**config.mk**
```make
export PLATFORM = sky130hd
export DESIGN_NAME = comparator_control_regs
export DESIGN_NICKNAME = d
export VERILOG_FILES = /design/src/logic/cmp_pkg.sv /design/src/logic/level_sync.sv /design/src/logic/comparator_control_regs.sv
export SDC_FILE = /design/constraint.sdc
export NUM_CORES = 1
export LEC_CHECK = 0
export BUFFER_PORTS_ARGS = -buffer_cell sky130_fd_sc_hd__buf_4
export CORE_ASPECT_RATIO = 1.2
export CORE_MARGIN = 10
export CORE_UTILIZATION = 35
export CTS_CLUSTER_SIZE = 10
export DETAILED_ROUTE_END_ITERATION = 10
export PLACE_DENSITY = 0.65
export SYNTH_ARGS = -nofsm -noshare
export SYNTH_HDL_FRONTEND = slang
export SYNTH_SLANG_ARGS = --single-unit
```
**constraint.sdc**
```tcl
create_clock -name clk -period 2 [get_ports clk]
set_input_delay 0.1 -clock clk [delete_from_list [all_inputs] [get_ports clk]]
set_output_delay 0.1 -clock clk [all_outputs]
set_load 0.1 [all_outputs]
```
**src/logic/cmp_pkg.sv**
```systemverilog
package cmp_pkg;

  // Register byte addresses: four times the register index
  localparam logic [3:0]  IDX_CTRL    = 4'h0;
  localparam logic [3:0]  IDX_MUX     = 4'h2;
  localparam logic [3:0]  IDX_INTEN   = 4'h6;
  localparam logic [3:0]  IDX_STATUS  = 4'h7;
  localparam logic [11:0] ADDR_CTRL   = 12'h000;
  localparam logic [11:0] ADDR_MUX    = 12'h008;
  localparam logic [11:0] ADDR_INTEN  = 12'h018;
  localparam logic [11:0] ADDR_STATUS = 12'h01C;
  localparam logic [11:0] ADDR_IMASK  = 12'h020;

  localparam logic [7:0] RESET_BYTE = 8'h00;

  // Field positions
  localparam int CTRL_ENABLE_BIT = 0;
  localparam int CTRL_LP_BIT     = 3;
  localparam int CTRL_PADOE_BIT  = 6;
  localparam int CTRL_STBY_BIT   = 7;
  localparam int MUX_INV_BIT     = 7;
  localparam int STAT_FLAG_BIT   = 0;
  localparam int STAT_LEVEL_BIT  = 4;
  localparam int INTEN_BIT       = 0;
  localparam int EDGE_LSB        = 4;
  localparam int HYST_LSB        = 1;
  localparam int POS_LSB         = 3;
  localparam int NEG_LSB         = 0;
  localparam int FIELD_W         = 2;

  // Writable masks
  localparam logic [7:0] CTRL_WMASK  = 8'hFF;
  localparam logic [7:0] MUX_WMASK   = 8'h9B;
  localparam logic [7:0] INTEN_WMASK = 8'h01;
  localparam logic [7:0] IMASK_WMASK = 8'h01;

  typedef enum logic [1:0] {
    EDGE_ANY      = 2'b00,
    EDGE_RESERVED = 2'b01,
    EDGE_FALL     = 2'b10,
    EDGE_RISE     = 2'b11
  } edge_sel_t;

  typedef enum logic [1:0] {
    HYST_OFF = 2'b00,
    HYST_10  = 2'b01,
    HYST_25  = 2'b10,
    HYST_50  = 2'b11
  } hyst_t;

  typedef enum logic [1:0] {
    POS_PIN_ZERO = 2'b00,
    POS_PIN_ONE  = 2'b01
  } pos_sel_t;

  typedef enum logic [1:0] {
    NEG_PIN_ZERO = 2'b00,
    NEG_PIN_ONE  = 2'b01,
    NEG_VREF     = 2'b10,
    NEG_DAC      = 2'b11
  } neg_sel_t;

  typedef enum logic [1:0] {
    PWR_OFF    = 2'b00,
    PWR_RUN    = 2'b01,
    PWR_FROZEN = 2'b10
  } pwr_state_t;

  // Analog core controls
  typedef struct packed {
    logic     enable;
    logic     low_power;
    hyst_t    hysteresis;
    pos_sel_t positive_input;
    neg_sel_t negative_input;
  } core_ctrl_t;

  // Sleep requests from the power manager
  typedef struct packed {
    logic standby;
    logic power_down;
  } sleep_t;

endpackage : cmp_pkg

```
**src/logic/level_sync.sv**
```systemverilog
`timescale 1ns/10ps
module level_sync (
  // Clock and reset
  input  wire logic clk,
  input  wire logic rst_n,
  // Level
  input  wire logic din,
  output logic      dout
);
  logic meta_r;
  logic mid_r;
  logic out_r;

  // Three stages give the status level lag
  always_ff @(posedge clk or negedge rst_n) begin
    if (!rst_n) begin
      meta_r <= 1'b0;
      mid_r  <= 1'b0;
      out_r  <= 1'b0;
    end else begin
      meta_r <= din;
      mid_r  <= meta_r;
      out_r  <= mid_r;
    end
  end

  assign dout = out_r;
endmodule : level_sync

```
**src/logic/comparator_control_regs.sv**
```systemverilog
`timescale 1ns/10ps
module comparator_control_regs
  import cmp_pkg::*;
(
  // Clock and reset
  input  wire logic              clk,
  input  wire logic              rst_n,
  // APB slave
  input  wire logic              psel,
  input  wire logic              penable,
  input  wire logic              pwrite,
  input  wire logic [11:0]       paddr,
  input  wire logic [31:0]       pwdata,
  input  wire logic [3:0]        pstrb,
  output logic      [31:0]       prdata,
  output logic                   pready,
  output logic                   pslverr,
  // Power manager
  input  wire cmp_pkg::sleep_t   sleep_req,
  input  wire logic              clk_per_stopped,
  // Analog core
  output cmp_pkg::core_ctrl_t    core_ctrl,
  input  wire logic              core_out,
  // Event and pad
  output logic                   event_out,
  output logic                   pad_out,
  output logic                   pad_oe_n,
  // Interrupt
  output logic                   irq
);
  import cmp_pkg::*;

  // Register file
  logic [7:0]  ctrl_r;
  logic [7:0]  ctrl_nxt;
  logic [7:0]  mux_r;
  logic [7:0]  mux_nxt;
  logic [7:0]  inten_r;
  logic [7:0]  inten_nxt;
  logic        imask_r;
  logic        imask_nxt;
  logic        flag_r;
  logic        flag_nxt;
  logic        state_r;
  logic        state_nxt;
  logic        level_prev_r;
  logic        level_prev_nxt;

  // Bus response
  logic [31:0] prdata_r;
  logic [31:0] prdata_nxt;
  logic        pready_r;
  logic        pready_nxt;

  // Outputs toward the core, pad, event system and interrupt controller
  core_ctrl_t  core_ctrl_r;
  core_ctrl_t  core_ctrl_nxt;
  logic        event_r;
  logic        event_nxt;
  logic        pad_r;
  logic        pad_nxt;
  logic        pad_oe_n_r;
  logic        pad_oe_n_nxt;
  logic        irq_r;
  logic        irq_nxt;

  // Bus decode: setup phase loads read data, the ready access commits a write
  logic        setup_w;
  logic        access_w;
  logic        wr_w;
  logic        hit_ctrl;
  logic        hit_mux;
  logic        hit_inten;
  logic        hit_stat;
  logic        hit_imask;
  logic [7:0]  wbyte;

  assign setup_w   = psel & ~penable;
  assign access_w  = psel & penable & pready_r;
  assign wr_w      = access_w & pwrite & pstrb[0];
  assign hit_ctrl  = (paddr == ADDR_CTRL);
  assign hit_mux   = (paddr == ADDR_MUX);
  assign hit_inten = (paddr == ADDR_INTEN);
  assign hit_stat  = (paddr == ADDR_STATUS);
  assign hit_imask = (paddr == ADDR_IMASK);
  assign wbyte     = pwdata[7:0];

  // Power state
  logic        run_bit;
  logic        en_bit;
  logic        core_on;
  logic        updating;
  pwr_state_t  pwr_nxt;

  assign run_bit = ctrl_r[CTRL_STBY_BIT];
  assign en_bit  = ctrl_r[CTRL_ENABLE_BIT];

  always_comb begin
    pwr_nxt = PWR_RUN;
    if (!en_bit) begin
      pwr_nxt = PWR_OFF;
    end else if (sleep_req.power_down) begin
      pwr_nxt = PWR_OFF;
    end else if (sleep_req.standby && !run_bit) begin
      pwr_nxt = PWR_OFF;
    end else if (sleep_req.standby && clk_per_stopped) begin
      pwr_nxt = PWR_FROZEN;
    end
  end

  // The core stays powered while frozen; only the flag, status level and edge history halt
  assign core_on  = (pwr_nxt != PWR_OFF);
  assign updating = (pwr_nxt == PWR_RUN);

  // Output inversion ahead of every consumer
  logic        cmp_level;
  logic        lvl_sync;

  assign cmp_level = core_out ^ mux_r[MUX_INV_BIT];

  level_sync u_sync (
    .clk   (clk),
    .rst_n (rst_n),
    .din   (cmp_level),
    .dout  (lvl_sync)
  );

  // Edge detection on the synchronized level
  edge_sel_t   edge_mode;
  logic        rise_w;
  logic        fall_w;
  logic        edge_hit;
  logic        flag_set;
  logic        flag_clr;

  assign edge_mode = edge_sel_t'(ctrl_r[EDGE_LSB +: FIELD_W]);
  assign rise_w    = lvl_sync & ~level_prev_r;
  assign fall_w    = ~lvl_sync & level_prev_r;

  always_comb begin
    case (edge_mode)
      EDGE_ANY: begin
        edge_hit = rise_w | fall_w;
      end
      EDGE_FALL: begin
        edge_hit = fall_w;
      end
      EDGE_RISE: begin
        edge_hit = rise_w;
      end
      default: begin
        edge_hit = 1'b0;
      end
    endcase
  end

  assign flag_set = edge_hit & updating;
  assign flag_clr = wr_w & hit_stat & wbyte[STAT_FLAG_BIT];

  // Next register values; reserved bits are masked off on write
  assign ctrl_nxt  = (wr_w && hit_ctrl) ? (wbyte & CTRL_WMASK) : ctrl_r;
  assign mux_nxt   = (wr_w && hit_mux) ? (wbyte & MUX_WMASK) : mux_r;
  assign inten_nxt = (wr_w && hit_inten) ? (wbyte & INTEN_WMASK) : inten_r;
  assign imask_nxt = (wr_w && hit_imask) ? (wbyte[INTEN_BIT] & IMASK_WMASK[INTEN_BIT])
                                         : imask_r;

  // Set wins over a clear in the same cycle
  assign flag_nxt       = flag_set ? 1'b1 : (flag_clr ? 1'b0 : flag_r);
  assign state_nxt      = updating ? lvl_sync : state_r;
  assign level_prev_nxt = updating ? lvl_sync : level_prev_r;

  // Read data selection
  logic [7:0]  status_byte;
  logic [7:0]  imask_byte;
  logic [7:0]  rd_byte;

  always_comb begin
    status_byte                 = RESET_BYTE;
    status_byte[STAT_FLAG_BIT]  = flag_r;
    status_byte[STAT_LEVEL_BIT] = state_r;
    imask_byte                  = RESET_BYTE;
    imask_byte[INTEN_BIT]       = imask_r;
  end

  assign rd_byte =
      hit_ctrl  ? ctrl_r :
      hit_mux   ? mux_r :
      hit_inten ? inten_r :
      hit_stat  ? status_byte :
      hit_imask ? imask_byte : RESET_BYTE;

  // No wait states; read data is loaded in the setup phase, never an error
  assign pready_nxt = setup_w;
  assign prdata_nxt = (setup_w && !pwrite) ? {24'h000000, rd_byte} : prdata_r;

  // Core, event and pad next values
  always_comb begin
    core_ctrl_nxt.enable         = core_on;
    core_ctrl_nxt.low_power      = ctrl_r[CTRL_LP_BIT];
    core_ctrl_nxt.hysteresis     = hyst_t'(ctrl_r[HYST_LSB +: FIELD_W]);
    core_ctrl_nxt.positive_input = pos_sel_t'(mux_r[POS_LSB +: FIELD_W]);
    core_ctrl_nxt.negative_input = neg_sel_t'(mux_r[NEG_LSB +: FIELD_W]);
  end

  assign event_nxt    = core_on & cmp_level;
  assign pad_nxt      = core_on & cmp_level;
  assign pad_oe_n_nxt = ~(core_on & ctrl_r[CTRL_PADOE_BIT]);
  // Request follows the next flag, so it falls at the very edge of the clear
  assign irq_nxt = flag_nxt & inten_nxt[INTEN_BIT] & ~imask_nxt;

  // Control registers
  always_ff @(posedge clk or negedge rst_n) begin
    if (!rst_n) begin
      ctrl_r <= RESET_BYTE;
    end else begin
      ctrl_r <= ctrl_nxt;
    end
  end

  always_ff @(posedge clk or negedge rst_n) begin
    if (!rst_n) begin
      mux_r <= RESET_BYTE;
    end else begin
      mux_r <= mux_nxt;
    end
  end

  always_ff @(posedge clk or negedge rst_n) begin
    if (!rst_n) begin
      inten_r <= RESET_BYTE;
    end else begin
      inten_r <= inten_nxt;
    end
  end

  always_ff @(posedge clk or negedge rst_n) begin
    if (!rst_n) begin
      imask_r <= 1'b0;
    end else begin
      imask_r <= imask_nxt;
    end
  end

  // Flag, level and edge history
  always_ff @(posedge clk or negedge rst_n) begin
    if (!rst_n) begin
      flag_r <= 1'b0;
    end else begin
      flag_r <= flag_nxt;
    end
  end

  always_ff @(posedge clk or negedge rst_n) begin
    if (!rst_n) begin
      state_r <= 1'b0;
    end else begin
      state_r <= state_nxt;
    end
  end

  always_ff @(posedge clk or negedge rst_n) begin
    if (!rst_n) begin
      level_prev_r <= 1'b0;
    end else begin
      level_prev_r <= level_prev_nxt;
    end
  end

  // Bus response
  always_ff @(posedge clk or negedge rst_n) begin
    if (!rst_n) begin
      prdata_r <= 32'h00000000;
    end else begin
      prdata_r <= prdata_nxt;
    end
  end

  always_ff @(posedge clk or negedge rst_n) begin
    if (!rst_n) begin
      pready_r <= 1'b0;
    end else begin
      pready_r <= pready_nxt;
    end
  end

  // Output flip-flops
  always_ff @(posedge clk or negedge rst_n) begin
    if (!rst_n) begin
      core_ctrl_r <= '0;
    end else begin
      core_ctrl_r <= core_ctrl_nxt;
    end
  end

  always_ff @(posedge clk or negedge rst_n) begin
    if (!rst_n) begin
      event_r <= 1'b0;
    end else begin
      event_r <= event_nxt;
    end
  end

  always_ff @(posedge clk or negedge rst_n) begin
    if (!rst_n) begin
      pad_r <= 1'b0;
    end else begin
      pad_r <= pad_nxt;
    end
  end

  always_ff @(posedge clk or negedge rst_n) begin
    if (!rst_n) begin
      pad_oe_n_r <= 1'b1;
    end else begin
      pad_oe_n_r <= pad_oe_n_nxt;
    end
  end

  always_ff @(posedge clk or negedge rst_n) begin
    if (!rst_n) begin
      irq_r <= 1'b0;
    end else begin
      irq_r <= irq_nxt;
    end
  end

  assign prdata    = prdata_r;
  assign pready    = pready_r;
  assign pslverr   = 1'b0;
  assign irq       = irq_r;
  assign core_ctrl = core_ctrl_r;
  assign event_out = event_r;
  assign pad_out   = pad_r;
  assign pad_oe_n  = pad_oe_n_r;
endmodule : comparator_control_regs

```
== After elaboration in Yosys (flattened, before gate mapping) ==
Index checks and enable logic that the tools add are counted.

* Shift-type cells: 0
* Equal/unequal tests: 7
* Bitwise logic cells: 21
* $add $sub $neg: 0
* $mul: 0
* Reductions and logical operators: 12
* Div/mod/pow operators: 0
* $lt $le $gt $ge: 0
* Mux-type cells: 14

{| class="wikitable"
|+ Operator list
! kind !! number
|-
| 12-bit by 5-bit == test with 1-bit output (second input constant) || 2
|-
| 8-bit two-way mux || 2
|-
| 1-bit AND || 14
|-
| 12-bit by 4-bit == test with 1-bit output (second input constant) || 1
|-
| 12-bit by 6-bit == test with 1-bit output (second input constant) || 1
|-
| 12-bit logical NOT || 1
|-
| 5-bit two-way mux || 2
|-
| 2-bit two-way mux || 4
|-
| 1-bit logical AND || 7
|-
| 1-bit two-way mux || 5
|-
| 1-bit NOT || 5
|-
| 2-bit == test (second input constant) || 2
|-
| 1-bit one-hot mux with 3 select lines || 1
|-
| 2-bit by 1-bit == test with 1-bit output (second input constant) || 1
|-
| 1-bit logical NOT || 2
|-
| 2-bit logical NOT || 1
|-
| 2-bit nonzero test || 1
|-
| 1-bit bitwise OR || 1
|-
| 1-bit XOR || 1
|}

* Logic and storage cells: 73
* Memory bits (read-only): 0
* Bits of input ports: 57
* Latch bits: 0
* Memories: 0
* Bits in writable memories: 0
* Register bits: 40

== Longest topological paths before layout ==
* Depth after elaboration: 10
* Depth in mapped cells: 7
* Depth with buffers taken out: 7

== Modules after synthesis ==
A second synthesis with hierarchy kept.

* Cell total of the unflattened synthesis: 166
* Area, all modules: 1945.6 um^2

{| class="wikitable"
|+ Modules (own cells, without submodules)
! module !! instances !! area an instance (um^2) !! seq. area each (um^2) !! cells an instance
|-
| comparator_control_regs || 1 || 1870.5 || 927.1 || 163
|-
| level_sync || 1 || 75.1 || 75.1 || 3
|}

== Worst setup path after synthesis ==
No wires, ideal clock.

* Kind: register -> register
* Start point: register pready_r, in the netlist pready
* End point: register mux_r[1]
* Setup slack: -0.266 ns
* Data required time: 1.873 ns
* Library setup time: 0.127 ns
* Period minus slack after synthesis: 2.266 ns
* Data arrival time: 2.139 ns
* Stages on the path, launching flop included: 5
* Path through: dfrtp_1 > and3_1 > nand3_4 > nor4_2 > mux2_1

* Cells in the longest elaborated chain, start to end: 4

{| class="wikitable"
|+ RTL lines
! item !! RTL line !! text
|-
| start: declaration || comparator_control_regs.sv:52 || <nowiki>logic pready_r;</nowiki>
|-
| start signal: assignment || comparator_control_regs.sv:282 || <nowiki>pready_r <= pready_nxt;</nowiki>
|-
| 1-bit AND || comparator_control_regs.sv:79 || <nowiki>assign access_w = psel & penable & pready_r;</nowiki>
|-
| 1-bit AND (2 in series) || comparator_control_regs.sv:80 || <nowiki>assign wr_w = access_w & pwrite & pstrb[0];</nowiki>
|-
| 1-bit logical AND || comparator_control_regs.sv:162 || <nowiki>assign mux_nxt = (wr_w && hit_mux) ? (wbyte & MUX_WMASK) : mux_r;</nowiki>
|-
| end signal: assignment || comparator_control_regs.sv:224 || <nowiki>mux_r <= mux_nxt;</nowiki>
|-
| end: declaration || comparator_control_regs.sv:36 || <nowiki>logic [7:0] mux_r;</nowiki>
|}

No other way between the ends.
A chain may end at the register's enable or synchronous reset.

== Worst setup path in the final report ==
* Start point: input port penable
* End point: register irq_r, in the netlist irq

{| class="wikitable"
|+ RTL lines
! item !! RTL line !! text
|-
| start: declaration || comparator_control_regs.sv:10 || <nowiki>input wire logic penable,</nowiki>
|-
| 1-bit AND (2 in series) || comparator_control_regs.sv:79 ||
|-
| 1-bit AND (2 in series) || comparator_control_regs.sv:80 ||
|-
| 1-bit logical AND || comparator_control_regs.sv:164 || <nowiki>assign imask_nxt = (wr_w && hit_imask) ? (wbyte[INTEN_BIT] & IMASK_WMASK[INTEN_BIT])</nowiki>
|-
| 1-bit two-way mux || comparator_control_regs.sv:164 ||
|-
| via imask_nxt || comparator_control_regs.sv:41 || <nowiki>logic imask_nxt;</nowiki>
|-
| 1-bit NOT || comparator_control_regs.sv:209 || <nowiki>assign irq_nxt = flag_nxt & inten_nxt[INTEN_BIT] & ~imask_nxt;</nowiki>
|-
| 1-bit AND || comparator_control_regs.sv:209 ||
|-
| via irq_nxt || comparator_control_regs.sv:65 || <nowiki>logic irq_nxt;</nowiki>
|-
| end signal: assignment || comparator_control_regs.sv:323 || <nowiki>irq_r <= irq_nxt;</nowiki>
|-
| end: declaration || comparator_control_regs.sv:64 || <nowiki>logic irq_r;</nowiki>
|}

The timed path passes the listed nets, and every way through them passes these cells.

==> results.md <==
* Post-Synthesis Cells at approximately 160
* Commonest non-fill, non-tap cells in the layout: buf_4, dfrtp_1, conb_1
* Final setup violating endpoints at 0
* Worst path slowest cell: dlygate4sd3_1
* NumNets Final at 282
* Fmax at 548.0 MHz
* Result of the run: completed
* Pleak at 0.001229 uW
* H-tree levels at 2
* Via/cell ratio at 4.531
* Worst-Margin Slew at about 560 ps
* Clk slew on worst S/H paths at 70 ps
* First-pass GRT wire length at 6555 um
* Most common cell after layout, fill and taps aside: buf_4
* Via count at 1,296
* Hold Crit Start: pwdata[5]
* Root buffer cell: clkbuf_8
* Post-layout minimum cycle time at 1825 ps
* Die H at 100.8 um
* CTS tree: done
* DR iter-0 viols at 49
* Worst setup SP type: primary input
* I/O Buffers at 50
* Tot GR Track Use at 9.534%
* Critical Path, Cell by Cell: dlygate4sd3_1 -> buf_4 -> and3_1 -> nand3_4 -> nor4b_1 -> mux2_2 -> and3b_1
* ANT cells at 0
* Tcrit/Tclk final at about 90%
* Initial antenna violation count at 0
* Worst hold-check path type: in2reg
* Critical R2R Launch: pready$_DFF_PN0_
* Clock share of power at approximately a third
* Worst reg2reg path endpoint: irq$_DFF_PN0_
* Register share of total power at between 40 and 50%
* Switching power share of the total at between 30% and 40%
* Avg Cell Area, Syn at roughly 12 sq um
* Maximum clock path buffer count at 2
* DR WL/cell at about 14 um
* Die outline width at 87.29 um
* Count of cell types in the netlist at 41
* Share of cells above drive strength 1 at 33.48%
* Vias in the first global route at about 1,300
* Synthesized area at 1902 sq um
* Clock Skews at 3.424 ps
* Pre-antenna DRT Iters at 4
* Fin. Hold Viols at 0
* Core area at 5298 sq um
* Worst-path maximum fanout at 4
* Largest net degree at the start of global routing at 41
* Crit end category: flip-flop
* Util after Layout at 45.23%
* Number of synthesized register bits at 40
* Cell Pwr Density at approximately 700 nW/um^2
* Cell Int Power at 1143 uW
* Layout area overhead at 25.99%
* Max-slew violation count at 0
* Final TNS setup at 0 ps
* Starting Density at 35.90%
* Slowest Stage Delay on Critical Path at around 540 ps
* Post-DP HPWL at 3247 um
* Worst reg-to-reg setup slack at 270 ps
* WHS Endpoint: ctrl_r[5]$_DFFE_PN0P_
* GRT Residual Overflow at 0
* Peak supply drop at roughly 270 uV
* Residual DRC count at 0
* Sw Pwr at 530.3 uW
* Worst Path Arrival at 2050 ps
* Register area share after synthesis at 52.70%
* Site Rows at 29
* Pre-CTS WS at 117.2 ps
* Post-route ant nets at 0
* Clock Latency Late Sink at 290 ps
* WL final at 4127 um
* Max-cap violations at 0
* Setup Crit Path Kind: in2reg
* Global placement routability congestion at 0.8074
* Ys Warns at 0
* Slew margin rel. at 62.95%
* WHS Path Cells at 2
* CTS sink cnt at 40
* TritonCTS Buffers at 5
* Boundary pin count at around 100
* Final setup margin at 175.1 ps
* RSZ-0062 raised after global routing: no
* Logic pwr share at about a fifth
* Die area at 8794 sq um
* Reg2reg path depth at 5
* Worst Path Required at 2220 ps
## power by group through the flow
stage	Combinational, uW	Clock [uW]	Sequential, uW
final	321	536	815
after global routing	337	600	815
after CTS	321	556	815
after detailed placement	316	0	831
after global placement	314	0	831
after floorplan	269	0	838
## Yosys cell counts
library cell / instances / area (sq um)
dfrtp_1: 39 / 975.9
buf_4: 26 / 195.2
nand2_1: 18 / 67.56
mux2_1: 12 / 135.1
inv_1: 5 / 18.77
nor2_1: 5 / 18.77
o21ai_1: 5 / 25.02
o31ai_1: 5 / 37.54
mux2i_1: 4 / 40.04
a21oi_1: 3 / 15.01
nand2b_1: 3 / 18.77
a22o_1: 2 / 17.52
and3_1: 2 / 12.51
ha_1: 2 / 25.02
mux2_2: 2 / 22.52
nand4b_1: 2 / 17.52
nor4_2: 2 / 25.02
o21ai_0: 2 / 10.01
or2_2: 2 / 12.51
a31oi_1: 1 / 6.260
a41oi_1: 1 / 8.760
and2_1: 1 / 6.260
and3b_1: 1 / 8.760
buf_1: 1 / 3.750
clkbuf_1: 1 / 3.750
conb_1: 1 / 3.750
dfstp_2: 1 / 26.28
nand3_1: 1 / 5.000
nand3_4: 1 / 17.52
nand3b_1: 1 / 7.510
nand4_1: 1 / 6.260
nand4bb_1: 1 / 11.26
nor2b_1: 1 / 6.260
nor3_1: 1 / 5.000
nor3_4: 1 / 16.27
nor3b_2: 1 / 12.51
nor4_1: 1 / 6.260
nor4_4: 1 / 21.27
nor4b_1: 1 / 8.760
or4_4: 1 / 11.26
xor2_1: 1 / 8.760
## cells by family after synthesis
family,after synthesis,share of synthesized area (%)
AOI/OAI and AO/OA,19,6.316
xor gates and xnor gates,1,0.4606
adders and majority gates,2,1.316
buffers and inverters,33,11.64
DFF,40,52.70
muxes,18,10.39
other,1,0.1972
and+or+nand+nor,49,16.97
## state kept, by name, indices dropped and copies added (netlist names)
| name | cells |
|---|---|
| prdata | 8 |
| state_r | 1 |
| pready | 1 |
| inten_r | 1 |
| irq | 1 |
| flag_r | 1 |
| event_out | 1 |
| mux_r | 5 |
| u_sync.meta_r | 1 |
| u_sync.dout | 1 |
| imask_r | 1 |
| core_ctrl | 8 |
| u_sync.mid_r | 1 |
| pad_oe_n | 1 |
| ctrl_r | 8 |
## how the worst max path moves through the flow
stage	slack [ps]	cells after the start	start	to
after CTS	180	7	penable	irq$_DFF_PN0_
final	180	7	penable	irq$_DFF_PN0_
after global routing	90	7	penable	irq$_DFF_PN0_
after global placement	100	6	paddr[9]	irq$_DFF_PN0_
after floorplan	10	4	pready$_DFF_PN0_	mux_r[1]$_DFFE_PN0P_
after detailed placement	120	6	paddr[9]	irq$_DFF_PN0_
## area by class of cell
type,count,area (sq um)
clock inverters,2,10.01
clock buffers,6,82.58
repair buffers,57,435.4
multi-input cells,114,768.2
well taps,62,77.57
flip-flops and latches,40,1003
inverters,5,18.77
fillers,520,2902
## worst max-delay path: cells and delay by family
kind	cells	cell delay [ps]
mux	1	390
buf+inv	2	650
simple gates	4	910
## stage by stage
step	instance area [sq um]	power (uW)	hold slack, ps	std cells
finish	2396	1673	28.35	286
detailed placement	2273	1146	102.0	275
global route	2396	1751	21.30	286
CTS	2396	1692	21.34	286
floorplan	1993	1108	-195.6	187
global placement	2273	1145	102.0	275
## timing repair
action                    in CTS  in global routing
buffers inserted               0                  0
resized for setup              0                  0
hold buffers                   3                  0
hold endpoints to repair      41                  0
## per-layer routing
metal  part of all wire, %  vias to the layer above  global-route usage [%]  wire length (um)
li1                      -                      632                       -                 -
met1                    38                      609                   10.76              1561
met2                    50                       53                   14.80              2045
met3                    12                        2                   5.259               502
met4                  0.44                        0                   3.317                18
met5                     0                        -                       0                 0
Power figures use the tool's default switching activity.
